$ cat config.mk
export PLATFORM = sky130hd
export DESIGN_NAME = csd_decoder
export DESIGN_NICKNAME = d
export VERILOG_FILES = /design/src/pkg/csd_pkg.sv /design/src/hw/csd_addr_latch.sv /design/src/hw/csd_target_map.sv /design/src/hw/csd_decoder.sv
export SDC_FILE = /design/constraint.sdc
export NUM_CORES = 1
export LEC_CHECK = 0
export ABC_AREA = 1
export BUFFER_PORTS_ARGS = -buffer_cell sky130_fd_sc_hd__buf_4
export CORE_AREA = 3 3 185 187
export DETAILED_ROUTE_END_ITERATION = 6
export DIE_AREA = 0 0 188 190
export PLACE_DENSITY = 0.54
export SYNTH_ARGS = -nofsm -noshare
export SYNTH_HDL_FRONTEND = slang
export SYNTH_SLANG_ARGS = --single-unit
$ cat constraint.sdc
create_clock -name clk_sys -period 4.05 [get_ports clk_sys]
set_input_delay 0.6075 -clock clk_sys [delete_from_list [all_inputs] [get_ports clk_sys]]
set_output_delay 0.6075 -clock clk_sys [all_outputs]
set_load 0.01 [all_outputs]
$ cat src/pkg/csd_pkg.sv
/*
  csd_pkg: constants and types of the configuration space decoder.
  assumes every requester and register group shares the one hub clock.
*/
package csd_pkg;
  localparam logic [15:0] IO_CFG_ADDR = 16'h0cf8;
  localparam logic [15:0] IO_CFG_DATA = 16'h0cfc;
  localparam logic [3:0] BE_DWORD = 4'hf;
  localparam logic [31:0] ALL_ONES = 32'hffff_ffff;
  localparam logic [31:0] ALL_ZERO = 32'h0000_0000;
  localparam int LATCH_EN_BIT = 31;
  localparam int LATCH_BUS_LSB = 16;
  localparam int LATCH_DEV_LSB = 11;
  localparam int LATCH_FN_LSB = 8;
  localparam int LATCH_DW_LSB = 2;
  localparam logic [31:0] LATCH_RESET = 32'h0000_0000;
  localparam logic [31:0] LATCH_WR_MASK = 32'h80ff_fffc;
  localparam int MCW_BASE_LSB = 28;
  localparam int MCW_BUS_LSB = 20;
  localparam int MCW_DEV_LSB = 15;
  localparam int MCW_FN_LSB = 12;
  localparam int MCW_DW_LSB = 2;
  localparam int FIXED_TAG_LSB = 20;
  localparam logic [11:0] FIXED_WIN_TAG = 12'hfe6;
  localparam int FIXED_DW_LSB = 10;
  localparam int WIN4K_LSB = 12;
  localparam int MB_BASE_LSB = 24;
  localparam int MB_ZERO_LSB = 15;
  localparam int MB_BRANCH_BIT = 14;
  localparam int MB_CHAN_BIT = 13;
  localparam int MB_MOD_LSB = 10;
  localparam int MB_DW_LSB = 2;
  localparam logic [4:0] DEV_LINK = 5'h00;
  localparam logic [4:0] DEV_PORT_FIRST = 5'h01;
  localparam logic [4:0] DEV_PORT_LAST = 5'h09;
  localparam logic [4:0] DEV_SHARED_LO = 5'h0d;
  localparam logic [4:0] DEV_SHARED_HI = 5'h0e;
  localparam logic [4:0] DEV_PROC = 5'h10;
  localparam logic [4:0] DEV_COHERENCY = 5'h11;
  localparam logic [4:0] DEV_IOINT = 5'h12;
  localparam logic [4:0] DEV_BRANCH0 = 5'h15;
  localparam logic [4:0] DEV_BRANCH1 = 5'h16;
  localparam logic [2:0] FN_SHARED_LAST = 3'h4;
  localparam logic [2:0] FN_PROC_LAST = 3'h2;
  localparam logic [2:0] FN_BRANCH_LAST = 3'h1;
  localparam logic [4:0] LANES_X16 = 5'h10;
  localparam logic [4:0] LANES_X8 = 5'h08;
  localparam logic [4:0] LANES_X4 = 5'h04;
  localparam logic [1:0] LINK_TYPE0 = 2'h0;
  localparam logic [1:0] LINK_TYPE1 = 2'h1;

  typedef enum logic [2:0] {
    SRC_CPU_IO, SRC_CPU_MEM, SRC_JTAG, SRC_SMBUS, SRC_LINK_CFG, SRC_LINK_MEM
  } csd_src_type;

  typedef enum logic [3:0] {
    GRP_NONE, GRP_LINK_BRIDGE, GRP_PCIE_PORT, GRP_PORT_SHARED_LO, GRP_PORT_SHARED_HI,
    GRP_PROC_BUS, GRP_COHERENCY, GRP_IOINT, GRP_MEM_BRANCH, GRP_REMAP
  } csd_group_type;

  typedef enum logic [2:0] {
    K_LATCH_WR, K_LATCH_RD, K_PASS, K_ABORT, K_GRP, K_SBL, K_MB
  } csd_kind_type;
endpackage : csd_pkg

$ cat src/hw/csd_addr_latch.sv
/*
  csd_addr_latch: the config_address_latch behind the io address port.
  assumes the caller strobes wr_en only for dword writes to that port.
*/
`timescale 1ns/100ps
module csd_addr_latch (
  input logic clk_sys,
  input logic srst,
  input logic ce,
  input logic wr_en,
  input logic [31:0] wdata,
  output logic [31:0] latch_value,
  output logic config_cycle_enable,
  output logic [7:0] bus,
  output logic [4:0] dev,
  output logic [2:0] fn,
  output logic [5:0] dword
);
  logic [31:0] latch_reg;

  always_ff @(posedge clk_sys)
  begin
    if (srst)
      latch_reg <= csd_pkg::LATCH_RESET;
    else if (ce && wr_en)
      latch_reg <= wdata & csd_pkg::LATCH_WR_MASK;
  end

  assign latch_value = latch_reg;
  assign config_cycle_enable = latch_reg[csd_pkg::LATCH_EN_BIT];
  assign bus = latch_reg[csd_pkg::LATCH_BUS_LSB +: 8];
  assign dev = latch_reg[csd_pkg::LATCH_DEV_LSB +: 5];
  assign fn = latch_reg[csd_pkg::LATCH_FN_LSB +: 3];
  assign dword = latch_reg[csd_pkg::LATCH_DW_LSB +: 6];
endmodule : csd_addr_latch

$ cat src/hw/csd_target_map.sv
/*
  csd_target_map: bus 0 device and function to register group lookup.
  assumes purely combinational use by the decoder on the same cycle.
*/
`timescale 1ns/100ps
module csd_target_map (
  input logic [4:0] dev,
  input logic [2:0] fn,
  output logic dev_hit,
  output logic fn_hit,
  output csd_pkg::csd_group_type group,
  output logic [4:0] max_lanes
);
  always_comb
  begin
    dev_hit = 1'b1;
    fn_hit = 1'b0;
    group = csd_pkg::GRP_NONE;
    max_lanes = 5'h00;
    if (dev >= csd_pkg::DEV_PORT_FIRST && dev <= csd_pkg::DEV_PORT_LAST)
    begin
      group = csd_pkg::GRP_PCIE_PORT;
      fn_hit = (fn == 3'h0);
      unique case (dev)
        5'h01, 5'h05: max_lanes = csd_pkg::LANES_X16;
        5'h03, 5'h07: max_lanes = csd_pkg::LANES_X8;
        default: max_lanes = csd_pkg::LANES_X4;
      endcase
    end
    else
    begin
      unique case (dev)
        csd_pkg::DEV_LINK:
        begin
          group = csd_pkg::GRP_LINK_BRIDGE;
          fn_hit = (fn == 3'h0);
        end
        csd_pkg::DEV_SHARED_LO:
        begin
          group = csd_pkg::GRP_PORT_SHARED_LO;
          fn_hit = (fn <= csd_pkg::FN_SHARED_LAST);
        end
        csd_pkg::DEV_SHARED_HI:
        begin
          group = csd_pkg::GRP_PORT_SHARED_HI;
          fn_hit = (fn <= csd_pkg::FN_SHARED_LAST);
        end
        csd_pkg::DEV_PROC:
        begin
          group = csd_pkg::GRP_PROC_BUS;
          fn_hit = (fn <= csd_pkg::FN_PROC_LAST);
        end
        csd_pkg::DEV_COHERENCY:
        begin
          group = csd_pkg::GRP_COHERENCY;
          fn_hit = (fn == 3'h0);
        end
        csd_pkg::DEV_IOINT:
        begin
          group = csd_pkg::GRP_IOINT;
          fn_hit = (fn == 3'h0);
        end
        csd_pkg::DEV_BRANCH0, csd_pkg::DEV_BRANCH1:
        begin
          group = csd_pkg::GRP_MEM_BRANCH;
          fn_hit = (fn <= csd_pkg::FN_BRANCH_LAST);
        end
        default: dev_hit = 1'b0;
      endcase
    end
  end
endmodule : csd_target_map

$ cat src/hw/csd_decoder.sv
/*
  csd_decoder: configuration space decoder and router of the hub.
  assumes requesters, register groups, link and memory-buffer agents all
  run on clk_sys; one request is in flight at a time.
*/
`timescale 1ns/100ps
module csd_decoder (
  input logic clk_sys,
  input logic srst,
  input logic ce,
  input logic req_valid,
  output logic req_ready,
  input csd_pkg::csd_src_type req_src,
  input logic req_write,
  input logic [31:0] req_addr,
  input logic [3:0] req_be,
  input logic [31:0] req_wdata,
  input logic [7:0] req_cfg_bus,
  input logic [4:0] req_cfg_dev,
  input logic [2:0] req_cfg_fn,
  input logic [9:0] req_cfg_dword,
  input logic [3:0] memory_mapped_config_window,
  input logic [7:0] memory_buffer_window_base,
  input logic [19:0] io_interrupt_controller_base,
  input logic [19:0] remap_window_base,
  output logic rsp_valid,
  output logic [31:0] rsp_rdata,
  output logic rsp_abort,
  output logic rsp_passthru,
  output logic grp_valid,
  output csd_pkg::csd_group_type grp_group,
  output logic [4:0] grp_dev,
  output logic [2:0] grp_fn,
  output logic [9:0] grp_dword,
  output logic [3:0] grp_be,
  output logic grp_write,
  output logic [31:0] grp_wdata,
  output logic [4:0] grp_max_lanes,
  input logic grp_ack,
  input logic grp_hit,
  input logic [31:0] grp_rdata,
  output logic grp_wcommit,
  output logic sbl_valid,
  output logic [31:0] sbl_addr,
  output logic sbl_write,
  output logic [3:0] sbl_be,
  output logic [31:0] sbl_wdata,
  input logic sbl_done,
  input logic sbl_abort,
  input logic [31:0] sbl_rdata,
  output logic mb_valid,
  output logic mb_branch,
  output logic mb_channel,
  output logic [2:0] mb_module_select,
  output logic [5:0] mb_dword,
  output logic [3:0] mb_be,
  output logic mb_write,
  output logic [31:0] mb_wdata,
  input logic mb_done,
  input logic [31:0] mb_rdata
);
  typedef enum logic [2:0] {S_IDLE, S_GRP, S_COMMIT, S_SBL, S_MB} csd_state_type;

  csd_state_type state_reg;
  logic write_reg;
  logic [31:0] latch_value;
  logic latch_en;
  logic [7:0] latch_bus;
  logic [4:0] latch_dev;
  logic [2:0] latch_fn;
  logic [5:0] latch_dw;
  logic [7:0] f_bus;
  logic [4:0] f_dev;
  logic [2:0] f_fn;
  logic [9:0] f_dword;
  logic [3:0] f_be;
  logic src_cfg;
  logic src_fixed;
  csd_pkg::csd_group_type mem_group;
  csd_pkg::csd_kind_type src_kind;
  csd_pkg::csd_kind_type kind;
  logic dev_hit;
  logic fn_hit;
  csd_pkg::csd_group_type map_group;
  logic [4:0] map_lanes;
  logic take;
  logic win_ioint;
  logic win_remap;
  logic win_fixed;
  logic win_mcw;
  logic win_mb;

  assign req_ready = ce && (state_reg == S_IDLE);
  assign take = req_valid && req_ready;

  csd_addr_latch u_latch (
    .clk_sys(clk_sys),
    .srst(srst),
    .ce(ce),
    .wr_en(take && (kind == csd_pkg::K_LATCH_WR)),
    .wdata(req_wdata),
    .latch_value(latch_value),
    .config_cycle_enable(latch_en),
    .bus(latch_bus),
    .dev(latch_dev),
    .fn(latch_fn),
    .dword(latch_dw)
  );

  csd_target_map u_map (
    .dev(f_dev),
    .fn(f_fn),
    .dev_hit(dev_hit),
    .fn_hit(fn_hit),
    .group(map_group),
    .max_lanes(map_lanes)
  );

  // memory windows; the 4k windows win over the wider ones
  assign win_ioint = (req_addr[31:csd_pkg::WIN4K_LSB] == io_interrupt_controller_base);
  assign win_remap = (req_addr[31:csd_pkg::WIN4K_LSB] == remap_window_base);
  assign win_fixed = (req_addr[31:csd_pkg::FIXED_TAG_LSB] == csd_pkg::FIXED_WIN_TAG);
  assign win_mcw = (req_addr[31:csd_pkg::MCW_BASE_LSB] == memory_mapped_config_window);
  assign win_mb = (req_addr[31:csd_pkg::MB_BASE_LSB] == memory_buffer_window_base);

  // field extraction per source
  always_comb
  begin
    f_bus = 8'h00;
    f_dev = 5'h00;
    f_fn = 3'h0;
    f_dword = 10'h000;
    f_be = req_be;
    src_cfg = 1'b0;
    src_fixed = 1'b0;
    mem_group = csd_pkg::GRP_NONE;
    src_kind = csd_pkg::K_ABORT;
    unique case (req_src)
      csd_pkg::SRC_CPU_IO:
      begin
        if (req_addr[15:0] == csd_pkg::IO_CFG_ADDR && req_be == csd_pkg::BE_DWORD)
          src_kind = req_write ? csd_pkg::K_LATCH_WR : csd_pkg::K_LATCH_RD;
        else if (req_addr[15:2] == csd_pkg::IO_CFG_DATA[15:2] && latch_en)
        begin
          src_cfg = 1'b1;
          f_bus = latch_bus;
          f_dev = latch_dev;
          f_fn = latch_fn;
          f_dword = {4'h0, latch_dw};
        end
        else
          src_kind = csd_pkg::K_PASS;
      end
      csd_pkg::SRC_CPU_MEM, csd_pkg::SRC_LINK_MEM:
      begin
        src_kind = csd_pkg::K_PASS;
        if (win_ioint || win_remap)
        begin
          src_kind = csd_pkg::K_GRP;
          mem_group = win_ioint ? csd_pkg::GRP_IOINT : csd_pkg::GRP_REMAP;
          f_dev = win_ioint ? csd_pkg::DEV_IOINT : 5'h00;
          f_dword = req_addr[csd_pkg::MCW_DW_LSB +: 10];
        end
        else if (req_src == csd_pkg::SRC_LINK_MEM && (win_fixed || win_mcw || win_mb))
          src_kind = csd_pkg::K_ABORT;
        else if (win_fixed)
        begin
          src_cfg = 1'b1;
          src_fixed = 1'b1;
          f_dev = csd_pkg::DEV_PROC;
          f_dword = {4'h0, req_addr[csd_pkg::FIXED_DW_LSB +: 6]};
          f_be = csd_pkg::BE_DWORD;
        end
        else if (win_mcw)
        begin
          src_cfg = 1'b1;
          f_bus = req_addr[csd_pkg::MCW_BUS_LSB +: 8];
          f_dev = req_addr[csd_pkg::MCW_DEV_LSB +: 5];
          f_fn = req_addr[csd_pkg::MCW_FN_LSB +: 3];
          f_dword = req_addr[csd_pkg::MCW_DW_LSB +: 10];
        end
        else if (win_mb)
        begin
          src_kind = (req_addr[23:csd_pkg::MB_ZERO_LSB] == 9'h000) ?
                     csd_pkg::K_MB : csd_pkg::K_ABORT;
          f_dword = {4'h0, req_addr[csd_pkg::MB_DW_LSB +: 6]};
        end
      end
      csd_pkg::SRC_JTAG, csd_pkg::SRC_SMBUS:
      begin
        src_cfg = 1'b1;
        f_bus = req_cfg_bus;
        f_dev = req_cfg_dev;
        f_fn = req_cfg_fn;
        f_dword = req_cfg_dword;
      end
      csd_pkg::SRC_LINK_CFG: src_kind = csd_pkg::K_ABORT;
      default: src_kind = csd_pkg::K_ABORT;
    endcase
  end

  // routing of configuration targets
  always_comb
  begin
    kind = src_kind;
    if (src_cfg)
    begin
      if (f_bus != 8'h00)
        kind = csd_pkg::K_SBL;
      else if (!dev_hit || !fn_hit)
        kind = csd_pkg::K_ABORT;
      else
        kind = csd_pkg::K_GRP;
    end
  end

  always_ff @(posedge clk_sys)
  begin
    if (srst)
      state_reg <= S_IDLE;
    else if (ce)
    begin
      unique case (state_reg)
        S_IDLE:
        begin
          if (req_valid && kind == csd_pkg::K_GRP)
            state_reg <= S_GRP;
          else if (req_valid && kind == csd_pkg::K_SBL)
            state_reg <= S_SBL;
          else if (req_valid && kind == csd_pkg::K_MB)
            state_reg <= S_MB;
        end
        S_GRP:
          if (grp_ack)
            state_reg <= (write_reg && grp_hit) ? S_COMMIT : S_IDLE;
        S_COMMIT: state_reg <= S_IDLE;
        S_SBL:
          if (sbl_done)
            state_reg <= S_IDLE;
        S_MB:
          if (mb_done)
            state_reg <= S_IDLE;
      endcase
    end
  end

  // request fields load on every take; valid marks whether they matter
  always_ff @(posedge clk_sys)
  begin
    if (srst)
    begin
      write_reg <= 1'b0;
      grp_group <= csd_pkg::GRP_NONE;
      grp_dev <= 5'h00;
      grp_fn <= 3'h0;
      grp_dword <= 10'h000;
      grp_be <= 4'h0;
      grp_wdata <= 32'h0000_0000;
      grp_max_lanes <= 5'h00;
      sbl_addr <= 32'h0000_0000;
      mb_branch <= 1'b0;
      mb_channel <= 1'b0;
      mb_module_select <= 3'h0;
    end
    else if (take)
    begin
      write_reg <= req_write;
      grp_group <= (src_kind == csd_pkg::K_GRP) ? mem_group : map_group;
      grp_dev <= f_dev;
      grp_fn <= f_fn;
      grp_dword <= f_dword;
      grp_be <= f_be;
      grp_wdata <= req_wdata;
      grp_max_lanes <= map_lanes;
      // extended offset does not travel in the type 1 address
      sbl_addr <= {8'h00, f_bus, f_dev, f_fn, f_dword[5:0], csd_pkg::LINK_TYPE1};
      mb_branch <= req_addr[csd_pkg::MB_BRANCH_BIT];
      mb_channel <= req_addr[csd_pkg::MB_CHAN_BIT];
      mb_module_select <= req_addr[csd_pkg::MB_MOD_LSB +: 3];
    end
  end

  assign grp_write = write_reg;
  assign sbl_write = write_reg;
  assign sbl_be = grp_be;
  assign sbl_wdata = grp_wdata;
  assign mb_write = write_reg;
  assign mb_be = grp_be;
  assign mb_wdata = grp_wdata;
  assign mb_dword = grp_dword[5:0];

  always_ff @(posedge clk_sys)
  begin
    if (srst)
    begin
      grp_valid <= 1'b0;
      sbl_valid <= 1'b0;
      mb_valid <= 1'b0;
      grp_wcommit <= 1'b0;
    end
    else if (ce)
    begin
      grp_wcommit <= 1'b0;
      if (take && kind == csd_pkg::K_GRP)
        grp_valid <= 1'b1;
      else if (state_reg == S_GRP && grp_ack)
      begin
        grp_valid <= 1'b0;
        grp_wcommit <= write_reg && grp_hit;
      end
      if (take && kind == csd_pkg::K_SBL)
        sbl_valid <= 1'b1;
      else if (state_reg == S_SBL && sbl_done)
        sbl_valid <= 1'b0;
      if (take && kind == csd_pkg::K_MB)
        mb_valid <= 1'b1;
      else if (state_reg == S_MB && mb_done)
        mb_valid <= 1'b0;
    end
  end

  // answer path; writes always return zero data
  always_ff @(posedge clk_sys)
  begin
    if (srst)
    begin
      rsp_valid <= 1'b0;
      rsp_rdata <= 32'h0000_0000;
      rsp_abort <= 1'b0;
      rsp_passthru <= 1'b0;
    end
    else if (ce)
    begin
      rsp_valid <= 1'b0;
      if (take && kind != csd_pkg::K_GRP && kind != csd_pkg::K_SBL && kind != csd_pkg::K_MB)
      begin
        rsp_valid <= 1'b1;
        rsp_abort <= (kind == csd_pkg::K_ABORT);
        rsp_passthru <= (kind == csd_pkg::K_PASS);
        if (kind == csd_pkg::K_ABORT && !req_write)
          rsp_rdata <= csd_pkg::ALL_ONES;
        else if (kind == csd_pkg::K_LATCH_RD)
          rsp_rdata <= latch_value;
        else
          rsp_rdata <= csd_pkg::ALL_ZERO;
      end
      else if (state_reg == S_GRP && grp_ack)
      begin
        rsp_valid <= 1'b1;
        rsp_abort <= 1'b0;
        rsp_passthru <= 1'b0;
        rsp_rdata <= (grp_hit && !write_reg) ? grp_rdata : csd_pkg::ALL_ZERO;
      end
      else if (state_reg == S_SBL && sbl_done)
      begin
        rsp_valid <= 1'b1;
        rsp_abort <= sbl_abort;
        rsp_passthru <= 1'b0;
        if (write_reg)
          rsp_rdata <= csd_pkg::ALL_ZERO;
        else
          rsp_rdata <= sbl_abort ? csd_pkg::ALL_ONES : sbl_rdata;
      end
      else if (state_reg == S_MB && mb_done)
      begin
        rsp_valid <= 1'b1;
        rsp_abort <= 1'b0;
        rsp_passthru <= 1'b0;
        rsp_rdata <= write_reg ? csd_pkg::ALL_ZERO : mb_rdata;
      end
    end
  end
endmodule : csd_decoder

==> summary.txt <==
Power
  – PwrDens: 443 nW/um2
  – Leak: 6.63 nW
  – Worst VDD drop: 0.000270 V

Place
  – Port Buffers: 464
  – Cells after DPL: 2303
  – Setup WS pre-CTS: 0.197 ns
  – Detailed Place HPWL: 34700 um
  – Gp weighted congestion: 0.892

Layout
  – Most common cell after layout, fill and taps aside: buf_4
  – Layout Cells excl Fill: 2336
  – Nets: 2135
  – P&R area growth vs syn: 37.8%
  – Commonest non-fill, non-tap cells in the layout: 475 x buf_4, 472 x nand2_1, 155 x inv_1
  – Share of layout cells above drive strength 1: 31.1%

Synth
  – Flops & latches, synth: 141
  – Largest family of logic cells by synthesized area: simple AND/OR/NAND/NOR gates
  – Largest cells by area after synthesis: dfxtp_1 29%, nand2_1 18%, buf_4 8.6%
  – Sequential area share after synthesis: 29.1%
  – Post-synth EDFFs: 0
  – Post-synth ARST share: 0%
  – Cell variety after synth: 48
  – Mux contribution to synthesized area: 0%
  – Top cell type's share of synthesized area: 29.1%
  – Yosys top cell by area: dfxtp_1
  – Synth Instances: 1550
  – Syn Area/Cell: 6.26 um2
  – Adder-Cell Fraction of Synth Area: 0%
  – Yosys warns: 0
  – Main synth FF type: dfxtp_1
  – Synth Area in XOR/XNOR: 1.62%
  – Syn Std Cell Area: 9700 um2
  – Simple-Gate Fraction of Synth Area: 31.3%
  – Synth Area in Compound Gates: 19.2%

Timing
  – Crit share post-route: 86.0%
  – Max Slew Vio Count: 0
  – Final hold vios: 0
  – Worst setup margin: 0.566 ns
  – Crit path time final: 3.48 ns
  – Clk_skew: 0.0166 ns
  – RSZ-0062 raised after global routing: false
  – Worst Tran Pin Value: 1.01 ns
  – Fin Setup TNS: 0 ns
  – Slew HR: 32.6%
  – Max Fclk: 287 MHz
  – # setup viols final: 0

Hold path
  – Hold path cells: 3
  – HP Class: in -> reg
  – Hold Crit Endpoint: grp_wdata[0]$_SDFFE_PP0P_
  – Hold_sp: req_wdata[0]

Clock tree
  – Clk root buf: clkbuf_16
  – CTS hold repair buffers: 0
  – Setup bufs post-CTS: 0
  – Clock-pin slew on the worst setup and hold paths: 0.06 ns
  – Max Root-Sink Buffers: 2
  – Resize count post-CTS: 0
  – TritonCTS Buffers: 17
  – CTS tree: built
  – H-Tree Depth: 4
  – Clk sink count: 141
  – Clock latency at the later pin of the worst-skew pair: 0.43 ns

Floorplan
  – I/O pin count: 476
  – Initial core utilization: 29.7%
  – Die ar.: 35700 um2
  – Chip height: 190 um
  – Core Area: 32600 um2
  – Die width: 188 um
  – # rows: 66

Worst setup path
  – Worst path required time: 4.36 ns
  – Crit-path max cell delay: 0.41 ns
  – Top cell by count, worst path: nand4_1
  – Critical path type: in -> reg
  – Startpoint types: input pin
  – Crit end category: flip-flop
  – Slowest-stage cell, CP: or2_2
  – Reg2Reg Depth: 18
  – Reg-to-reg critical path endpoint: u_latch.latch_value[14]$_SDFFE_PP0P_
  – Worst EP arrival: 3.80 ns
  – FF-to-FF Start: u_latch.latch_value[31]$_SDFFE_PP0P_
  – Worst reg-to-reg setup slack: 0.77 ns
  – Worst-path fanout max: 42
  – CP cell instances: buf_4 > inv_1 > nand3_1 > nor2_1 > nand3_2 > nand3_4 > inv_4 > a22oi_1 > nand2_1 > nor3_2 > nand4_1 > nand4_1 > nand4_1 > or2_2 > buf_12 > o21ai_1 > a21oi_2

Drt
  – Routed wire length per instance: 18.4 um
  – Residual DRC: 0
  – First-pass iteration count of the detailed router: 5
  – WL final: 42900 um
  – Via density: 4.70
  – Antenna Nets Post-Route: 0
  – Total vias in the final route: 11000
  – Initial drt markers: 558

Global route
  – First-pass GRT wire length: 62100 um
  – Largest net degree at the start of global routing: 91
  – Initial antenna violation count: 2
  – Number of global-route vias before repair: 10300
  – Tot GR Track Use: 22.7%
  – Total grt overflow: 0

Flow run
  – Max-cap violations: 0

Outcome
  – Status: finished clean
critical path, delay by kind of cell:
family / cells / cell delay (ns)
AO/OA/AOI/OAI: 3 / 0.53
AND/OR/NAND/NOR: 10 / 1.99
buffers and inverters: 4 / 0.64
kinds of logic after synthesis:
| kind of cell | after synthesis |
|---|---|
| flip-flops | 141 |
| buffers and inverters | 354 |
| AND/OR/NAND/NOR | 724 |
| AO/OA/AOI/OAI | 312 |
| other | 1 |
| XOR/XNOR | 18 |
how the worst max path moves through the flow:
stage                     cells after the start         start                              endpoint  slack, ns
after floorplan                              24  req_addr[31]  u_latch.latch_value[10]$_SDFFE_PP0P_       0.99
after global placement                       17  req_addr[15]  u_latch.latch_value[14]$_SDFFE_PP0P_       0.30
after detailed placement                     17  req_addr[15]  u_latch.latch_value[14]$_SDFFE_PP0P_       0.20
after CTS                                    17  req_addr[15]  u_latch.latch_value[14]$_SDFFE_PP0P_       0.64
after global routing                         23  req_addr[20]   u_latch.latch_value[2]$_SDFFE_PP0P_       0.40
final                                        17  req_addr[15]  u_latch.latch_value[14]$_SDFFE_PP0P_       0.57
where the power goes:
part	switching, W	internal (W)
Clock	0.000693	0.000920
Sequential	0.000202	0.00163
Combinational	0.00142	0.00105
Total	0.00231	0.00360
through the flow:
step	power [W]	area, um2	utilization (%)	hold slack [ns]
detailed placement	0.00434	12800	39.2	0.456
finish	0.00592	13400	41.0	0.434
floorplan	0.00330	9740	-	0.444
CTS	0.00598	13400	41.0	0.415
global placement	0.00434	12800	39.2	0.453
global route	0.00629	13400	41.0	0.427
synthesized netlist by cell type, types with 3 or more instances:
cell type / n
nor2_1: 121
nand4_1: 20
xor2_1: 3
a21oi_1: 106
clkbuf_1: 46
nand2_2: 8
nor4_1: 3
a22oi_2: 3
o2111ai_1: 7
o21bai_1: 12
nand3_2: 4
buf_2: 8
buf_6: 7
o211ai_1: 7
nor3_1: 9
a21oi_2: 18
nor2_2: 10
inv_1: 156
nand2_1: 473
xnor2_1: 15
nand2_4: 5
dfxtp_1: 141
inv_2: 17
or2_2: 3
o21ai_0: 91
o21ai_1: 25
buf_1: 5
a22oi_1: 13
o221ai_1: 24
buf_4: 111
nand3_1: 57
layer usage:
| layer | up-vias | part of all wire [%] | global-route usage [%] |
|---|---|---|---|
| met5 | - | 0.030 | 0 |
| met4 | 2 | 1.6 | 5.48 |
| met3 | 33 | 6.5 | 4.72 |
| met2 | 394 | 50 | 39.8 |
| met1 | 5034 | 42 | 28.4 |
| li1 | 5525 | - | - |
cell type report:
type	instances	area, um2
well taps	442	553
repair buffers	478	3630
diodes	1	2.50
fillers	3553	19200
flip-flops and latches	141	2820
clock inverters	14	159
clock buffers	18	429
inverters	177	671
multi-input cells	1065	5110
Power figures use the tool's default switching activity.
